[config.mk]
export PLATFORM = sky130hd
export DESIGN_NAME = cbc_decoder
export DESIGN_NICKNAME = d
export VERILOG_FILES = /design/src/hdl/cbc_pkg.sv /design/src/hdl/cbc_decoder.sv /design/src/hdl/cbc_grant_timer.sv
export VERILOG_INCLUDE_DIRS = /design/src /design/src/hdl
export SDC_FILE = /design/constraint.sdc
export NUM_CORES = 1
export LEC_CHECK = 0
export BUFFER_PORTS_ARGS = -buffer_cell sky130_fd_sc_hd__buf_4
export CAP_MARGIN = 20
export CORE_MARGIN = 1
export CORE_UTILIZATION = 48
export DETAILED_ROUTE_END_ITERATION = 8
export GPL_TIMING_DRIVEN = 0
export PLACE_DENSITY = 0.74
export SLEW_MARGIN = 5
export SYNTH_ARGS = -nofsm -noshare
export SYNTH_HDL_FRONTEND = slang
export SYNTH_HIERARCHICAL = 1
export SYNTH_SLANG_ARGS = --single-unit
export TNS_END_PERCENT = 1
[constraint.sdc]
create_clock -name ref_clk -period 1.5 [get_ports ref_clk]
set_input_delay 0.45 -clock ref_clk [delete_from_list [all_inputs] [get_ports ref_clk]]
set_output_delay 0.45 -clock ref_clk [all_outputs]
set_load 0.05 [all_outputs]
[src/hdl/cbc_regs.svh]
`ifndef CBC_REGS_SVH
`define CBC_REGS_SVH

// status codes, written as {s2_n, s1_n, s0_n}
`define CBC_ST_IRQ_ACK   3'h0
`define CBC_ST_IO_READ   3'h1
`define CBC_ST_IO_WRITE  3'h2
`define CBC_ST_HALT      3'h3
`define CBC_ST_CODE      3'h4
`define CBC_ST_MEM_READ  3'h5
`define CBC_ST_MEM_WRITE 3'h6
`define CBC_ST_PASSIVE   3'h7

// command group with every active-low line released
`define CBC_CMD_IDLE     7'h7F

// timing: clock period and the grant-to-command delay
`define CBC_CLK_PERIOD_NS 10
`define CBC_GRANT_DLY_NS  115
`define CBC_GRANT_DLY_CYC \
   ((`CBC_GRANT_DLY_NS + `CBC_CLK_PERIOD_NS - 1) / `CBC_CLK_PERIOD_NS)

`endif

[src/hdl/cbc_pkg.sv]
package cbc_pkg;

   // kind of machine cycle latched from the status lines
   typedef enum logic [2:0] {
      KD_IRQ_ACK,
      KD_IO_READ,
      KD_IO_WRITE,
      KD_HALT,
      KD_MEM_READ,
      KD_MEM_WRITE,
      KD_PASSIVE
   } cbc_kind_type;

   // position inside one machine cycle
   typedef enum logic [1:0] {
      PH_IDLE,
      PH_ALE,
      PH_EARLY,
      PH_LATE
   } cbc_phase_type;

   // the seven command lines, all active low
   typedef struct packed {
      logic mem_rd_n;
      logic mem_wr_n;
      logic io_rd_n;
      logic io_wr_n;
      logic early_mem_wr_n;
      logic early_io_wr_n;
      logic irq_ack_n;
   } cbc_cmd_type;

endpackage

[src/hdl/cbc_decoder.sv]
// Behaviour
// RULE_01 - status 000 ack, 001 io read, 010 io write plus early io write, 011 none
// RULE_02 - 100 and 101 memory read, 110 memory write plus early write, 111 none
// RULE_03 - strap high: io commands and ack enabled regardless of bus grant
// RULE_04 - strap high: io command at once, peripheral enable and direction steer
// RULE_05 - strap high: memory commands wait for bus grant low
// RULE_06 - strap low: no command until 115 ns after grant goes low
// RULE_07 - strap low: memory and io both wait; arbiter signals free bus
// RULE_08 - early write commands assert before the ordinary write commands
// RULE_09 - interrupt acknowledge is timed like an io read
// RULE_10 - data enable connects buses; direction selects transfer way
// RULE_11 - dual output: peripheral enable in io-bus mode, cascade otherwise
// RULE_12 - strap low: interrupt sequence is two back to back ack cycles
// RULE_13 - outside logic masks cascade enable during the first ack cycle
// RULE_14 - cascade enable asserts just before the ack cycle, with the strobe
// RULE_15 - address latch strobe pulses once in every machine cycle
// RULE_16 - qualifier low forces every command inactive, never high impedance
// RULE_17 - idle processor holds status all ones; other code starts a cycle
// RULE_18 - grant inactive floats command drivers, except io in io-bus mode
// RULE_19 - commands active low, enables high, peripheral enable low, write high
// RULE_20 - timing from one clock; command released on return to all ones
`timescale 1ns/100ps
`default_nettype none
`include "cbc_regs.svh"

module cbc_decoder
   import cbc_pkg::*;
#(
   parameter int unsigned GRANT_DLY_CYC = `CBC_GRANT_DLY_CYC,
   parameter int unsigned GRANT_CNT_W   = 4
) (
   input  wire logic ref_clk,
   input  wire logic nrst,
   input  wire logic clk_en,
   input  wire logic status_bit0_n,
   input  wire logic status_bit1_n,
   input  wire logic status_bit2_n,
   input  wire logic bus_grant_n,
   input  wire logic command_qualifier,
   input  wire logic io_bus_strap,
   output logic      mem_read_cmd_n,
   output logic      mem_write_cmd_n,
   output logic      io_read_cmd_n,
   output logic      io_write_cmd_n,
   output logic      early_mem_write_cmd_n,
   output logic      early_io_write_cmd_n,
   output logic      irq_ack_cmd_n,
   output logic      mem_cmd_oe_n,
   output logic      io_cmd_oe_n,
   output logic      address_latch_strobe,
   output logic      data_enable,
   output logic      transfer_direction,
   output logic      cascade_gate_dual
);

   ////////////////////////////////////////////////////////////////////////////
   // declarations

   logic [2:0]    status;
   logic          passive;
   logic          start;
   logic          grant_ok;
   logic          io_kind;
   logic          allowed;
   logic          cmd_on;
   cbc_kind_type  kind_r;
   cbc_phase_type phase_r;
   cbc_phase_type phase_nxt;
   cbc_cmd_type   cmd_r;
   cbc_cmd_type   cmd_nxt;
   logic          mem_oe_n_r;
   logic          io_oe_n_r;
   logic          ale_r;
   logic          de_r;
   logic          dir_r;
   logic          dual_r;
   logic          dual_nxt;

   // map a status code onto a cycle kind
   function automatic cbc_kind_type decode_kind(input logic [2:0] st);
      cbc_kind_type k;
      k = KD_PASSIVE;
      case (st)
         `CBC_ST_IRQ_ACK:   k = KD_IRQ_ACK;
         `CBC_ST_IO_READ:   k = KD_IO_READ;
         `CBC_ST_IO_WRITE:  k = KD_IO_WRITE;
         `CBC_ST_HALT:      k = KD_HALT;
         `CBC_ST_CODE:      k = KD_MEM_READ;
         `CBC_ST_MEM_READ:  k = KD_MEM_READ;
         `CBC_ST_MEM_WRITE: k = KD_MEM_WRITE;
         default:           k = KD_PASSIVE;
      endcase
      return k;
   endfunction

   // is a kind served on the io side (ack counts as io)
   function automatic logic is_io(input cbc_kind_type k);
      return (k == KD_IRQ_ACK) || (k == KD_IO_READ) || (k == KD_IO_WRITE);
   endfunction

   ////////////////////////////////////////////////////////////////////////////
   // status and grant

   assign status  = {status_bit2_n, status_bit1_n, status_bit0_n};
   assign passive = (status == `CBC_ST_PASSIVE);
   assign start   = (phase_r == PH_IDLE) && !passive; // RULE_17

   cbc_grant_timer #(
      .DLY_CYC (GRANT_DLY_CYC),
      .CNT_W   (GRANT_CNT_W)
   ) u_grant_timer (
      .ref_clk     (ref_clk),
      .nrst        (nrst),
      .clk_en      (clk_en),
      .bus_grant_n (bus_grant_n),
      .grant_ok    (grant_ok)
   );

   // io in io-bus mode needs no grant, everything else waits for it
   assign io_kind = is_io(kind_r);
   assign allowed = (io_bus_strap && io_kind) ? 1'b1 : grant_ok; // RULE_03 RULE_05 RULE_06 RULE_07
   assign cmd_on  = command_qualifier && allowed && (phase_r inside {PH_EARLY, PH_LATE})
                    && (kind_r != KD_HALT) && (kind_r != KD_PASSIVE) && !passive; // RULE_20

   ////////////////////////////////////////////////////////////////////////////
   // machine-cycle sequencer

   // strobe phase, early phase, then late phase held until status goes passive
   always_comb begin
      phase_nxt = phase_r;
      case (phase_r)
         PH_IDLE:  if (!passive) phase_nxt = PH_ALE;
         PH_ALE:   phase_nxt = passive ? PH_IDLE : PH_EARLY;
         PH_EARLY: phase_nxt = passive ? PH_IDLE : PH_LATE;
         PH_LATE:  if (passive) phase_nxt = PH_IDLE; // RULE_20
         default:  phase_nxt = PH_IDLE;
      endcase
   end

   always_ff @(posedge ref_clk or negedge nrst) begin
      if (!nrst) begin
         phase_r <= PH_IDLE;
      end else if (clk_en) begin
         phase_r <= phase_nxt;
      end
   end

   // cycle kind captured together with the address strobe
   always_ff @(posedge ref_clk or negedge nrst) begin
      if (!nrst) begin
         kind_r <= KD_PASSIVE;
      end else if (clk_en) begin
         if (start) begin
            kind_r <= decode_kind(status); // RULE_15
         end else if (phase_nxt == PH_IDLE) begin
            kind_r <= KD_PASSIVE;
         end
      end
   end

   ////////////////////////////////////////////////////////////////////////////
   // command lines

   // reads, ack and early writes in the early phase; ordinary writes follow
   always_comb begin
      cmd_nxt = `CBC_CMD_IDLE; // RULE_16 RULE_20
      if (cmd_on) begin
         case (kind_r)
            KD_IRQ_ACK:  cmd_nxt.irq_ack_n = 1'b0; // RULE_01 RULE_09
            KD_IO_READ:  cmd_nxt.io_rd_n = 1'b0; // RULE_01 RULE_04
            KD_IO_WRITE: begin
               cmd_nxt.early_io_wr_n = 1'b0; // RULE_01
               cmd_nxt.io_wr_n = !((phase_r == PH_LATE) && !cmd_r.early_io_wr_n); // RULE_08
            end
            KD_MEM_READ: cmd_nxt.mem_rd_n = 1'b0; // RULE_02
            KD_MEM_WRITE: begin
               cmd_nxt.early_mem_wr_n = 1'b0; // RULE_02
               cmd_nxt.mem_wr_n = !((phase_r == PH_LATE) && !cmd_r.early_mem_wr_n); // RULE_08
            end
            default: cmd_nxt = `CBC_CMD_IDLE;
         endcase
      end
   end

   always_ff @(posedge ref_clk or negedge nrst) begin
      if (!nrst) begin
         cmd_r <= `CBC_CMD_IDLE;
      end else if (clk_en) begin
         cmd_r <= cmd_nxt; // RULE_19
      end
   end

   // drivers float while the grant is inactive, io stays driven in io-bus mode
   always_ff @(posedge ref_clk or negedge nrst) begin
      if (!nrst) begin
         mem_oe_n_r <= 1'b1;
         io_oe_n_r  <= 1'b1;
      end else if (clk_en) begin
         mem_oe_n_r <= bus_grant_n; // RULE_18
         io_oe_n_r  <= io_bus_strap ? 1'b0 : bus_grant_n; // RULE_03 RULE_18
      end
   end

   ////////////////////////////////////////////////////////////////////////////
   // control lines

   // one strobe at the start of every machine cycle
   always_ff @(posedge ref_clk or negedge nrst) begin
      if (!nrst) begin
         ale_r <= 1'b0;
      end else if (clk_en) begin
         ale_r <= start; // RULE_15
      end
   end

   // system data enable; io cycles in io-bus mode use the peripheral enable
   always_ff @(posedge ref_clk or negedge nrst) begin
      if (!nrst) begin
         de_r <= 1'b0;
      end else if (clk_en) begin
         de_r <= cmd_on && !(io_bus_strap && io_kind); // RULE_10 RULE_16
      end
   end

   // direction is high through the whole of a write cycle
   always_ff @(posedge ref_clk or negedge nrst) begin
      if (!nrst) begin
         dir_r <= 1'b0;
      end else if (clk_en) begin
         if (start) begin
            dir_r <= (status == `CBC_ST_IO_WRITE) || (status == `CBC_ST_MEM_WRITE); // RULE_10
         end else if (phase_nxt == PH_IDLE) begin
            dir_r <= 1'b0; // RULE_19
         end
      end
   end

   // dual pin: active-low peripheral enable or cascade pulse with the strobe
   always_comb begin
      if (io_bus_strap) begin
         dual_nxt = !(cmd_on && io_kind); // RULE_04 RULE_11
      end else begin
         dual_nxt = start && (status == `CBC_ST_IRQ_ACK); // RULE_11 RULE_12 RULE_14
      end
   end

   always_ff @(posedge ref_clk or negedge nrst) begin
      if (!nrst) begin
         dual_r <= 1'b0;
      end else if (clk_en) begin
         dual_r <= dual_nxt;
      end
   end

   ////////////////////////////////////////////////////////////////////////////
   // outputs

   assign mem_read_cmd_n        = cmd_r.mem_rd_n;
   assign mem_write_cmd_n       = cmd_r.mem_wr_n;
   assign io_read_cmd_n         = cmd_r.io_rd_n;
   assign io_write_cmd_n        = cmd_r.io_wr_n;
   assign early_mem_write_cmd_n = cmd_r.early_mem_wr_n;
   assign early_io_write_cmd_n  = cmd_r.early_io_wr_n;
   assign irq_ack_cmd_n         = cmd_r.irq_ack_n;
   assign mem_cmd_oe_n          = mem_oe_n_r;
   assign io_cmd_oe_n           = io_oe_n_r;
   assign address_latch_strobe  = ale_r;
   assign data_enable           = de_r;
   assign transfer_direction    = dir_r;
   assign cascade_gate_dual     = dual_r;

   ////////////////////////////////////////////////////////////////////////////
   // checks

   // independent count of cycles with the grant held low
   logic [7:0] grant_low_cnt;
   always_ff @(posedge ref_clk or negedge nrst) begin
      if (!nrst) begin
         grant_low_cnt <= 8'h00;
      end else if (clk_en) begin
         if (bus_grant_n) begin
            grant_low_cnt <= 8'h00;
         end else if (grant_low_cnt != 8'hFF) begin
            grant_low_cnt <= grant_low_cnt + 8'h01;
         end
      end
   end
endmodule
`default_nettype wire

[src/hdl/cbc_grant_timer.sv]
`timescale 1ns/100ps
`default_nettype none
`include "cbc_regs.svh"

module cbc_grant_timer #(
   parameter int unsigned DLY_CYC = `CBC_GRANT_DLY_CYC,
   parameter int unsigned CNT_W   = 4
) (
   input  wire logic ref_clk,
   input  wire logic nrst,
   input  wire logic clk_en,
   input  wire logic bus_grant_n,
   output logic      grant_ok
);

   logic [CNT_W-1:0] cnt_r;

   // count clock edges since the grant went low, saturating at the delay
   always_ff @(posedge ref_clk or negedge nrst) begin
      if (!nrst) begin
         cnt_r <= '0;
      end else if (clk_en) begin
         if (bus_grant_n) begin
            cnt_r <= '0;
         end else if (cnt_r != CNT_W'(DLY_CYC)) begin
            cnt_r <= cnt_r + CNT_W'(1);
         end
      end
   end

   // grant is usable once the full delay has passed with grant held low
   assign grant_ok = !bus_grant_n && (cnt_r == CNT_W'(DLY_CYC));

endmodule
`default_nettype wire

# [Word level (Yosys, flattened, before mapping)]
# Cells that the tools add are included.
[word_totals] reg_bits=22 latch_bits=0 ramBits=0 romBits=0 input_bits=9 out_inout_bits=13 word_cells=92 memories=0
[classes] n_addsub=1 mul=0 div=0 magnitude_cmp=0 eq_ne=18 shift=0 mux=23 bitwise_logic=0 reduce_logical=34
[ops] op="3-bit == test, second input constant" count=6
[ops] op="3-bit one-hot mux with 6 select lines" count=1
[ops] op="1-bit logical AND" count=13
[ops] op="1-bit two-way mux" count=12
[ops] op="3-bit by 2-bit == test with 1-bit output, second input constant" count=3
[ops] op="1-bit logical NOT" count=8
[ops] op="2-bit two-way mux" count=4
[ops] op="4-bit two-way mux" count=2
[ops] op="2-bit one-hot mux with 4 select lines" count=1
[ops] op="7-bit two-way mux" count=1
[ops] op="3-bit by 1-bit == test with 1-bit output, second input constant" count=2
[ops] op="3-bit logical NOT" count=2
[ops] op="3-bit two-way mux" count=2
[ops] op="2-bit nonzero test" count=3
[ops] op="4-bit by 1-bit adder with 4-bit output, second input constant" count=1
[ops] op="2-bit == test, second input constant" count=2
[ops] op="4-bit == test, second input constant" count=1
[ops] op="2-bit logical NOT" count=2
[ops] op="4-bit inequality test, second input constant" count=1
[ops] op="2-bit AND reduction" count=2
[ops] op="1-bit logical OR" count=3
[ops] op="3-bit by 2-bit inequality test with 1-bit output, second input constant" count=1
[ops] op="3-bit inequality test, second input constant" count=1
[ops] op="2-bit by 1-bit == test with 1-bit output, second input constant" count=1
[ops] op="2-bit OR reduction" count=1

# [Longest topological paths before layout]
# Gate-level depths: netlist of run 1.
[depth] depth_word=13 ltp_mapped=7 depth_no_buf=7

# [Cells and area by module]
# The synthesis of run 1 kept the hierarchy.
[modules_own_cells] module="cbc_decoder" instances=1 cells_per_inst=94 area_per_inst_um2=932.1 seq_area_each_um2=464.2
[modules_own_cells] module="cbc_grant_timer" instances=1 cells_per_inst=23 area_per_inst_um2=234.0 seq_area_each_um2=100.1

# [Worst setup path after synthesis of run 1]
# OpenSTA, ideal clock, no wires.
[synth_timing] path_kind="register to register" startpoint="reg u_grant_timer.cnt_r[0]" endpoint="reg cmd_r, in the netlist io_read_cmd_n" setup_time_ps=98 arrival_ps=1359 required_ps=1402 setup_slack_ps=42 stages_incl_launch_ff=8 period_less_slack_ps=1458 cell_sequence="dfrtp_1 inv_1 ha_1 nand3_2 nor2_1 nor2_1 nor3b_1 a41oi_1"
[synth_via] elab_chain_cells=9
[synth_rtl] element="from (decl)" line="cbc_grant_timer.sv:16" text="logic [CNT_W-1:0] cnt_r;"
[synth_rtl] element="from (signal assigned)" line="cbc_grant_timer.sv:26" text="cnt_r <= cnt_r + CNT_W'(1);"
[synth_rtl] element="4-bit == test" line="cbc_grant_timer.sv:32" text="assign grant_ok = !bus_grant_n && (cnt_r == CNT_W'(DLY_CYC));"
[synth_rtl] element="1-bit logical AND" line="cbc_grant_timer.sv:32"
[synth_rtl] element="net grant_ok" line="cbc_decoder.sv:62" text="logic grant_ok;"
[synth_rtl] element="1-bit two-way mux" line="cbc_decoder.sv:121" text="assign allowed = (io_bus_strap && io_kind) ? 1'b1 : grant_ok;"
[synth_rtl] element="1-bit logical AND (2 in series)" line="cbc_decoder.sv:122" text="assign cmd_on = command_qualifier && allowed && (phase_r inside {PH_EARLY, PH_LATE})"
[synth_rtl] element="1-bit logical AND (3 in series)" line="cbc_decoder.sv:123" text="&& (kind_r != KD_HALT) && (kind_r != KD_PASSIVE) && !passive;"
[synth_rtl] element="7-bit two-way mux" line="cbc_decoder.sv:167" text="if (cmd_on) begin"
[synth_rtl] element="to (signal assigned)" line="cbc_decoder.sv:187" text="cmd_r <= `CBC_CMD_IDLE;"
[synth_rtl] element="to (signal assigned)" line="cbc_decoder.sv:189" text="cmd_r <= cmd_nxt;"
[synth_rtl] element="to (decl)" line="cbc_decoder.sv:69" text="cbc_cmd_type cmd_r;"
# The timed path passes the listed nets, and every way through them passes these cells.
# A chain may end at the register's enable or synchronous reset.

# [Final worst setup path of run 1]
[layout_timing] startpoint="reg cmd_r, in the netlist early_io_write_cmd_n" endpoint="out early_io_write_cmd_n"
[layout_rtl] element="to (decl)" line="cbc_decoder.sv:46" text="output logic early_io_write_cmd_n,"
# No word-level cell between the ends.

==> flow_metrics.tcl, run 1 <==
set metrics [dict create \
    status "complete, no violations" \
    crit_start "early_io_write_cmd_n" \
    vdd_drop_max_uv 648.9 \
    drive_gt1_share_pct 42.76 \
    vias 959 \
    ios 22 \
    fin_ws_ns 0.01445 \
    synth_edf_count 0 \
    min_path_type "input pin to async pin" \
    syn_inst 117 \
    fin_area_sq_um 1511 \
    timing.fmax_mhz 673.2 \
    p_seq_share_pct 50.5 \
    clockBufferDepth 2 \
    clock_latency_ns 0.30 \
    die_w_um 51.29 \
    synth_nets 128 \
    setup_tns_ns 0 \
    synth_area_leaders "dfstp_2 (25%), dfrtp_1 (24%), a21oi_1 (6.4%)" \
    instances_no_fill 173 \
    combPwrFrac_pct 28.1 \
    synth_compound_area_share_pct 18.99 \
    hold_viol 0 \
    critPathTopFamily "flip-flops" \
    drtIter0Drc 22 \
    finalCoreUtilization_pct 67.04 \
    swShare_pct 33.47 \
    synthMuxAreaShare_pct 2.897 \
    yosysTopAreaCell "dfstp_2" \
    finClkSkew_ns 0.005192 \
    clkTransAtPathRegs_ns 0.13 \
    p_int_uw 1011 \
    grt_start_max_net_pins 23 \
    cpMaxStageDelayCell "dfstp_2" \
    die-area_sq_um 2631 \
    max_slew.worst_pin.slew_ns 0.4687 \
    dp_cells 166 \
    die_y_um 51.29 \
    synth_area_sq_um 1166 \
    cts_root_buffer "clkbuf_4" \
    ctsHoldBuffers 0 \
    initial_utilization_pct 51.72 \
    synth_seq_cells 22 \
    h-tree-depth 1 \
    r2r_cells 7 \
    arrival_ns 1.04 \
    track_usage_pct 20.72 \
    synthArstFlopShare_pct 100.0 \
    seq_area_sq_um 564.3 \
    multi_input_area_sq_um 563.0 \
    dp_hpwl_mm 1.700 \
    rows 17 \
    cp_max_fo 3 \
    drt-pass1-iter-count 4 \
    fin_crit_sh_pct 99.04 \
    grt_pass1_wl_mm 4.022 \
    timing.rr.start "u_grant_timer/cnt_r[1]" \
    synth_seq_area_share_pct 48.39 \
    synth_flop_cell "dfstp_2" \
    wl_per_cell_um 14.38 \
    drt_wl_total_mm 2.488 \
    critPathKind "flop to primary output" \
    overflow 0 \
    gp_congestion 0.7876 \
    yosysWarnings 6 \
    rsz0062_at_grt "yes" \
    r2r-end "io_read_cmd_n" \
    cap_violations 0 \
    coreArea_sq_um 2255 \
    drc 0 \
    first_global_vias 879 \
    dpl_cell_area_sq_um 1359 \
    port_buffers 21 \
    ant_nets 0 \
    synthSimpleGateAreaFrac_pct 19.96 \
    crit_required_ns 1.05 \
    avgSynthCellArea_sq_um 9.967 \
    p_leak_uw 0.0006699 \
    critPathCapture "early_io_write_cmd_n" \
    numClockSinks 22 \
    synth-adder-area-share_pct 2.146 \
    crit_chain "buf_8" \
    pre_cts_slack_ns -0.1972 \
    crit_path_end_kind "primary output" \
    worst-path-buf-inv 1 \
    power_frac_clock_pct 21.5 \
    syn_to_final_growth_pct 29.61 \
    slowest_delay_ns 0.59 \
    max_slew_margin_pct 68.75 \
    fillers 188 \
    power.switching_uw 508.5 \
    cts_buffers 3 \
    crit_cells 1 \
    diodes 0 \
    synth_top_area_share_pct 24.79 \
    antenna_found_initial 0 \
    synth_top_family_by_area "simple AND/OR/NAND/NOR gates" \
    fin_crit_ns 1.486 \
    vias_per_cell 5.543 \
    critPathLaunchType "flop" \
    cts_tree "yes" \
    setup-violations-final 0 \
    r2r_slack_ns 0.06 \
    synthXorXnorAreaFrac_pct 0.7511 \
    pwr_density_cell_nw_per_um2 1005 \
    nets 157 \
    finalMaxSlewViolations 0 \
    yosys.cell_types.count 41 \
]
area by class of cell:
type | count | area share [%]
inverters | 8 | 1.987
plain buffers | 6 | 3.311
multi-input cells | 81 | 37.25
clock buffers | 4 | 2.401
well taps | 28 | 2.318
flip-flops and latches | 22 | 37.33
repair buffers | 24 | 15.40
routing by layer:
layer / vias to the layer above / share of wire, % / track usage (%)
met3: 2 / 3.8 / 2.976
met2: 26 / 48 / 33.99
met5: - / 0 / 0
met4: 0 / 0.68 / 6.757
met1: 456 / 48 / 28.08
li1: 475 / - / -
logic make-up after synthesis:
family / after synthesis
AO/OA/AOI/OAI: 35
buffers and inverters: 14
flip-flops: 22
XOR/XNOR: 1
multiplexers: 3
AND/OR/NAND/NOR: 40
adder cells (fa/ha/maj): 2
power by group through the flow:
stage	Sequential [uW]	Combinational, uW	Clock, uW
after floorplan	831	198	0
after global placement	765	384	0
after detailed placement	769	388	0
after CTS	763	399	332
after global routing	778	467	353
final	767	426	326
metrics by stage:
stage	hold slack (ns)	total power, uW
after floorplan	0.1544	1029
after CTS	0.009898	1494
after detailed placement	0.3536	1157
final	0.007733	1519
after global routing	0.009962	1597
after global placement	0.3520	1148
layout by cell type (no fill, tap or decap), drive strengths merged, types with 4 or more instances in the layout:
cell type  synthesis  routed
nor2              12      12
nand2              8       8
clkbuf             1       5
a31oi              4       4
dfrtp             11      11
buf                5      29
dfstp             11      11
inv                8       8
o21ai              5       5
a21oi             15      15
flip-flops by register name, summed over array words and instances, names as in the netlist:
name	cells
mem_cmd_oe_n	1
u_grant_timer/cnt_r	4
kind_r	3
mem_read_cmd_n	1
io_cmd_oe_n	1
phase_r	2
irq_ack_cmd_n	1
early_io_write_cmd_n	1
data_enable	1
transfer_direction	1
address_latch_strobe	1
early_mem_write_cmd_n	1
io_write_cmd_n	1
mem_write_cmd_n	1
cascade_gate_dual	1
io_read_cmd_n	1
cell usage after synthesis (2+ instances only):
library cell / instances
nand2b_1: 2
a21oi_1: 15
dfstp_2: 11
mux2_2: 3
ha_1: 2
buf_6: 3
nor2_1: 12
dfrtp_1: 11
and3_1: 2
inv_1: 8
a22o_1: 2
o21ai_0: 5
nor3b_1: 2
nand4b_1: 2
a31oi_1: 4
nand2_1: 8
worst min path at each step:
stage | end | cells after the start | startpoint | slack (ns)
floorplan | address_latch_strobe | 0 | nrst | 0.15
global placement | u_grant_timer/cnt_r[2] | 1 | nrst | 0.35
detailed placement | u_grant_timer/cnt_r[3] | 1 | nrst | 0.35
CTS | u_grant_timer/cnt_r[3] | 1 | nrst | 0.01
global route | u_grant_timer/cnt_r[3] | 1 | nrst | 0.01
finish | u_grant_timer/cnt_r[3] | 1 | nrst | 0.008
repair_timing:
item	in CTS	in global routing
buffers inserted	0	3
gates resized for setup	12	12
pin swaps	0	4
endpoints found under the setup margin	14	13
gates cloned	0	0
Note: power is estimated with default switching activity, not from simulation.
==> run 2: changes to the inputs <==
Settings changed: CORE_UTILIZATION 48 to 54, PLACE_DENSITY 0.74 to 0.79, RECOVER_POWER set to 50.
Clock period 1.5 ns to 1.9 ns, I/O delays scaled along.
==> flow_metrics.tcl, run 2 (same netlist as run 1, synthesis figures left out) <==
set metrics [dict create \
    status "complete, no violations" \
    largest_reg_flops 4 \
    setup_tns_ns 0 \
    cts_tree "yes" \
    p_leak_uw 0.0006131 \
    crit_path_end_kind "flop" \
    rows 16 \
    vdd_drop_max_uv 611.8 \
    slowest_delay_ns 0.43 \
    arrival_ns 1.95 \
    first_global_vias 875 \
    drc 0 \
    drt_wl_total_mm 2.369 \
    rsz0062_at_grt "no" \
    pre_cts_slack_ns 0.2232 \
    pwr_density_cell_nw_per_um2 846.6 \
    die_w_um 48.47 \
    h-tree-depth 1 \
    multi_input_area_sq_um 521.8 \
    ios 22 \
    fin_crit_ns 1.729 \
    ant_nets 0 \
    min_path_type "input pin to async pin" \
    timing.fmax_mhz 578.3 \
    dpl_cell_area_sq_um 1358 \
    ctsHoldBuffers 0 \
    numClockSinks 22 \
    port_buffers 21 \
    vias_per_cell 5.722 \
    grt_pass1_wl_mm 4.071 \
    cap_violations 0 \
    fillers 155 \
    fin_area_sq_um 1375 \
    finalCoreUtilization_pct 68.69 \
    drive_gt1_share_pct 33.80 \
    cpMostUsedCell "nor2_1" \
    initial_utilization_pct 58.25 \
    layout_commonest_cell "buf_4" \
    regMostFlops "u_grant_timer/cnt_r" \
    max_slew.worst_pin.slew_ns 1.126 \
    grt_start_max_net_pins 23 \
    r2r_cells 7 \
    cpMaxStageDelayCell "dfrtp_1" \
    postCtsSetupRepairBufs 0 \
    reg_top3 "u_grant_timer/cnt_r: 4 flops, kind_r: 3 flops, phase_r: 2 flops" \
    cts.repair.resized 0 \
    wl_per_cell_um 14.02 \
    fin_crit_sh_pct 91.00 \
    overflow 0 \
    clkTransAtPathRegs_ns 0.12 \
    die-area_sq_um 2349 \
    diodes 0 \
    cts_buffers 3 \
    vias 967 \
    nets 154 \
    coreArea_sq_um 2002 \
    antenna_found_initial 0 \
    cts_root_buffer "clkbuf_4" \
    crit_chain "inv_1, ha_1, nand3_2, nor2_1, nor2_1, nor3b_1, a41oi_1" \
    hold_viol 0 \
    critPathKind "flop to flop" \
    syn_to_final_growth_pct 17.92 \
    holdWs_ns 0.4416 \
    die_y_um 48.47 \
    cp_max_fo 4 \
    finClkSkew_ns 0.005655 \
    final_cell_mix "buf_4 (19), a21oi_1 (15), nor2_1 (12)" \
    finalMaxSlewViolations 0 \
    drt-pass1-iter-count 4 \
    clock_latency_ns 0.31 \
    setup-violations-final 0 \
    crit_required_ns 2.12 \
    max_slew_margin_pct 24.91 \
    dp_hpwl_mm 1.651 \
    seq_area_sq_um 564.3 \
    track_usage_pct 22.58 \
    gp_congestion 0.8530 \
    fin_ws_ns 0.1709 \
    clockBufferDepth 2 \
    drtIter0Drc 38 \
    critPathLaunchType "flop" \
]
-- run 2: stage by stage --
step,power [uW],instances
finish,1164,169
CTS,1173,169
global route,1227,169
global placement,904.7,165
floorplan,812.4,117
detailed placement,915.6,165
-- run 2: layout make-up --
| type | count | area share, % |
|---|---|---|
| clock buffers | 4 | 2.639 |
| flip-flops and latches | 22 | 41.04 |
| well taps | 27 | 2.457 |
| plain buffers | 6 | 2.821 |
| inverters | 8 | 2.184 |
| multi-input cells | 81 | 37.94 |
| repair buffers | 21 | 10.92 |
-- run 2: per-layer routing --
metal	GRT usage, %	vias up	wire (um)
met4	5.882	0	23
met3	2.830	4	122
li1	-	471	-
met1	32.37	456	1136
met2	36.38	36	1086
met5	0	-	0
-- run 2: path summary, 6_finish.rpt --
check	start	to	slack (ns)
max	u_grant_timer/cnt_r[0]	io_read_cmd_n	0.17
max reg2reg	u_grant_timer/cnt_r[0]	io_read_cmd_n	0.17
min	nrst	u_grant_timer/cnt_r[3]	0.44
min reg2reg	io_cmd_oe_n	io_cmd_oe_n	0.48
max in group asynchronous	nrst	data_enable	0.78
min in group ref_clk	io_cmd_oe_n	io_cmd_oe_n	0.48
-- run 2: where the power goes --
| group | internal, uW | switching (uW) | total, uW |
|---|---|---|---|
| Sequential | 537 | 65.5 | 602 |
| Clock | 117 | 140 | 257 |
| Combinational | 121 | 184 | 305 |
-- run 2: worst max-delay path, delay by kind of cell (launching register included) --
family,cells,cell delay (ns)
simple gates,4,0.76
flops,1,0.43
fa+ha+maj,1,0.20
compound gates,1,0.17
buf+inv,1,0.07
==> run 3: changes to the inputs <==
Settings changed: CTS_BUF_LIST set to sky130_fd_sc_hd__clkbuf_16.
==> flow_metrics.tcl, run 3 (same netlist as run 1, synthesis figures left out) <==
set metrics [dict create \
    rows 16 \
    fin_ws_ns 0.1348 \
    arrival_ns 1.90 \
    rsz0062_at_grt "no" \
    crit_path_end_kind "flop" \
    coreArea_sq_um 2002 \
    fillers 144 \
    cts_tree "yes" \
    cp_max_fo 10 \
    regMostFlops "u_grant_timer/cnt_r" \
    cts_buffers 3 \
    syn_to_final_growth_pct 21.89 \
    pre_cts_slack_ns 0.2232 \
    wl_per_cell_um 15.11 \
    die_y_um 48.47 \
    ctsHoldBuffers 0 \
    r2r_cells 7 \
    p_seq_share_pct 44.9 \
    fin_crit_sh_pct 92.90 \
    grt_pass1_wl_mm 4.305 \
    status "complete, no violations" \
    cts.repair.resized 0 \
    antenna_found_initial 0 \
    combPwrFrac_pct 22.9 \
    max_slew.worst_pin.slew_ns 1.166 \
    setup_tns_ns 0 \
    finalMaxSlewViolations 0 \
    min_path_type "flop to flop" \
    drt_wl_total_mm 2.553 \
    numClockSinks 22 \
    finClkSkew_ns 0.003006 \
    clockBufferDepth 2 \
    drt-pass1-iter-count 4 \
    diodes 0 \
    vias_per_cell 5.893 \
    initial_utilization_pct 58.25 \
    power.switching_uw 411.7 \
    nets 154 \
    die-area_sq_um 2349 \
    ios 22 \
    h-tree-depth 1 \
    vias 996 \
    gp_congestion 0.8530 \
    drive_gt1_share_pct 33.80 \
    grt_start_max_net_pins 23 \
    overflow 0 \
    p_int_uw 939.9 \
    critPathLaunchType "input pin" \
    critPathKind "input pin to flop" \
    drtIter0Drc 56 \
    cts_root_buffer "clkbuf_16" \
    pwr_density_cell_nw_per_um2 950.9 \
    p_leak_uw 0.0006343 \
    postCtsSetupRepairBufs 0 \
    clock_latency_ns 0.25 \
    first_global_vias 911 \
    drc 0 \
    track_usage_pct 23.98 \
    total_power_uw 1352 \
    power_frac_clock_pct 32.2 \
    hold_viol 0 \
    largest_reg_flops 4 \
    crit_required_ns 2.04 \
    die_w_um 48.47 \
    reg_top3 "u_grant_timer/cnt_r: 4 flops, kind_r: 3 flops, phase_r: 2 flops" \
    setup-violations-final 0 \
    vdd_drop_max_uv 625.7 \
    port_buffers 21 \
    dp_hpwl_mm 1.651 \
    fin_crit_ns 1.765 \
    swShare_pct 30.46 \
    clkTransAtPathRegs_ns 0.06 \
    cap_violations 0 \
    holdPathStages 2 \
    layout_commonest_cell "buf_4" \
    timing.fmax_mhz 566.5 \
    final_cell_mix "buf_4 (20), a21oi_1 (15), nor2_1 (12)" \
    ant_nets 0 \
    max_slew_margin_pct 22.24 \
]
-- run 3: power by group through the flow --
stage,Sequential [uW],Combinational (uW),Clock [uW]
2_1_floorplan,656,156,0
6_report,607,309,435
5_1_grt,613,334,467
3_3_place_gp,605,300,0
4_1_cts,605,313,444
3_5_place_dp,609,307,0
-- run 3: worst max-delay path, stage by stage --
cell and delay, ns:
buf_4 0.12, clkbuf_1 0.35, clkbuf_1 0.42, nor2_1 0.14, a211oi_1 0.30
-- run 3: layout make-up --
type	instances	area (sq um)	share of cell area, %
Clock buffer	3	75.07	5.282
Inverter	8	30.03	2.113
Tap cell	27	33.78	2.377
Timing Repair Buffer	21	153.9	10.83
Sequential cell	22	564.3	39.70
Multi-Input combinational cell	81	521.8	36.71
Clock inverter	1	3.754	0.2641
Buffer	6	38.79	2.729
-- run 3: final timing paths --
path	start	to	slack [ns]
setup / recovery	clk_en	cascade_gate_dual	0.13
hold / removal	io_cmd_oe_n	io_cmd_oe_n	0.47
setup reg to reg	u_grant_timer/cnt_r[0]	io_read_cmd_n	0.14
hold reg to reg	io_cmd_oe_n	io_cmd_oe_n	0.47
max in group asynchronous	nrst	phase_r[1]	0.67
min in group asynchronous	nrst	u_grant_timer/cnt_r[3]	0.53
-- run 3: per-stage QoR --
step / cells / instance area (sq um) / hold WS [ns] / util (%)
3_5_place_dp: 165 / 1358 / 0.4686 / 67.81
3_3_place_gp: 165 / 1358 / 0.4568 / 67.81
6_report: 169 / 1421 / 0.4720 / 71.00
5_1_grt: 169 / 1421 / 0.4943 / 71.00
2_1_floorplan: 117 / 1166 / 0.2744 / -
4_1_cts: 169 / 1436 / 0.1981 / 71.75
-- run 3: layer usage --
metal  share of wire (%)  GRT usage, %  routed length (um)  vias up
met1                  43         31.89                1103      465
met2                  48         41.78                1219       47
met3                 7.1         2.830                 181       10
met5                   0             0                   0        -
li1                    -             -                   -      474
met4                 1.9         5.882                  49        0
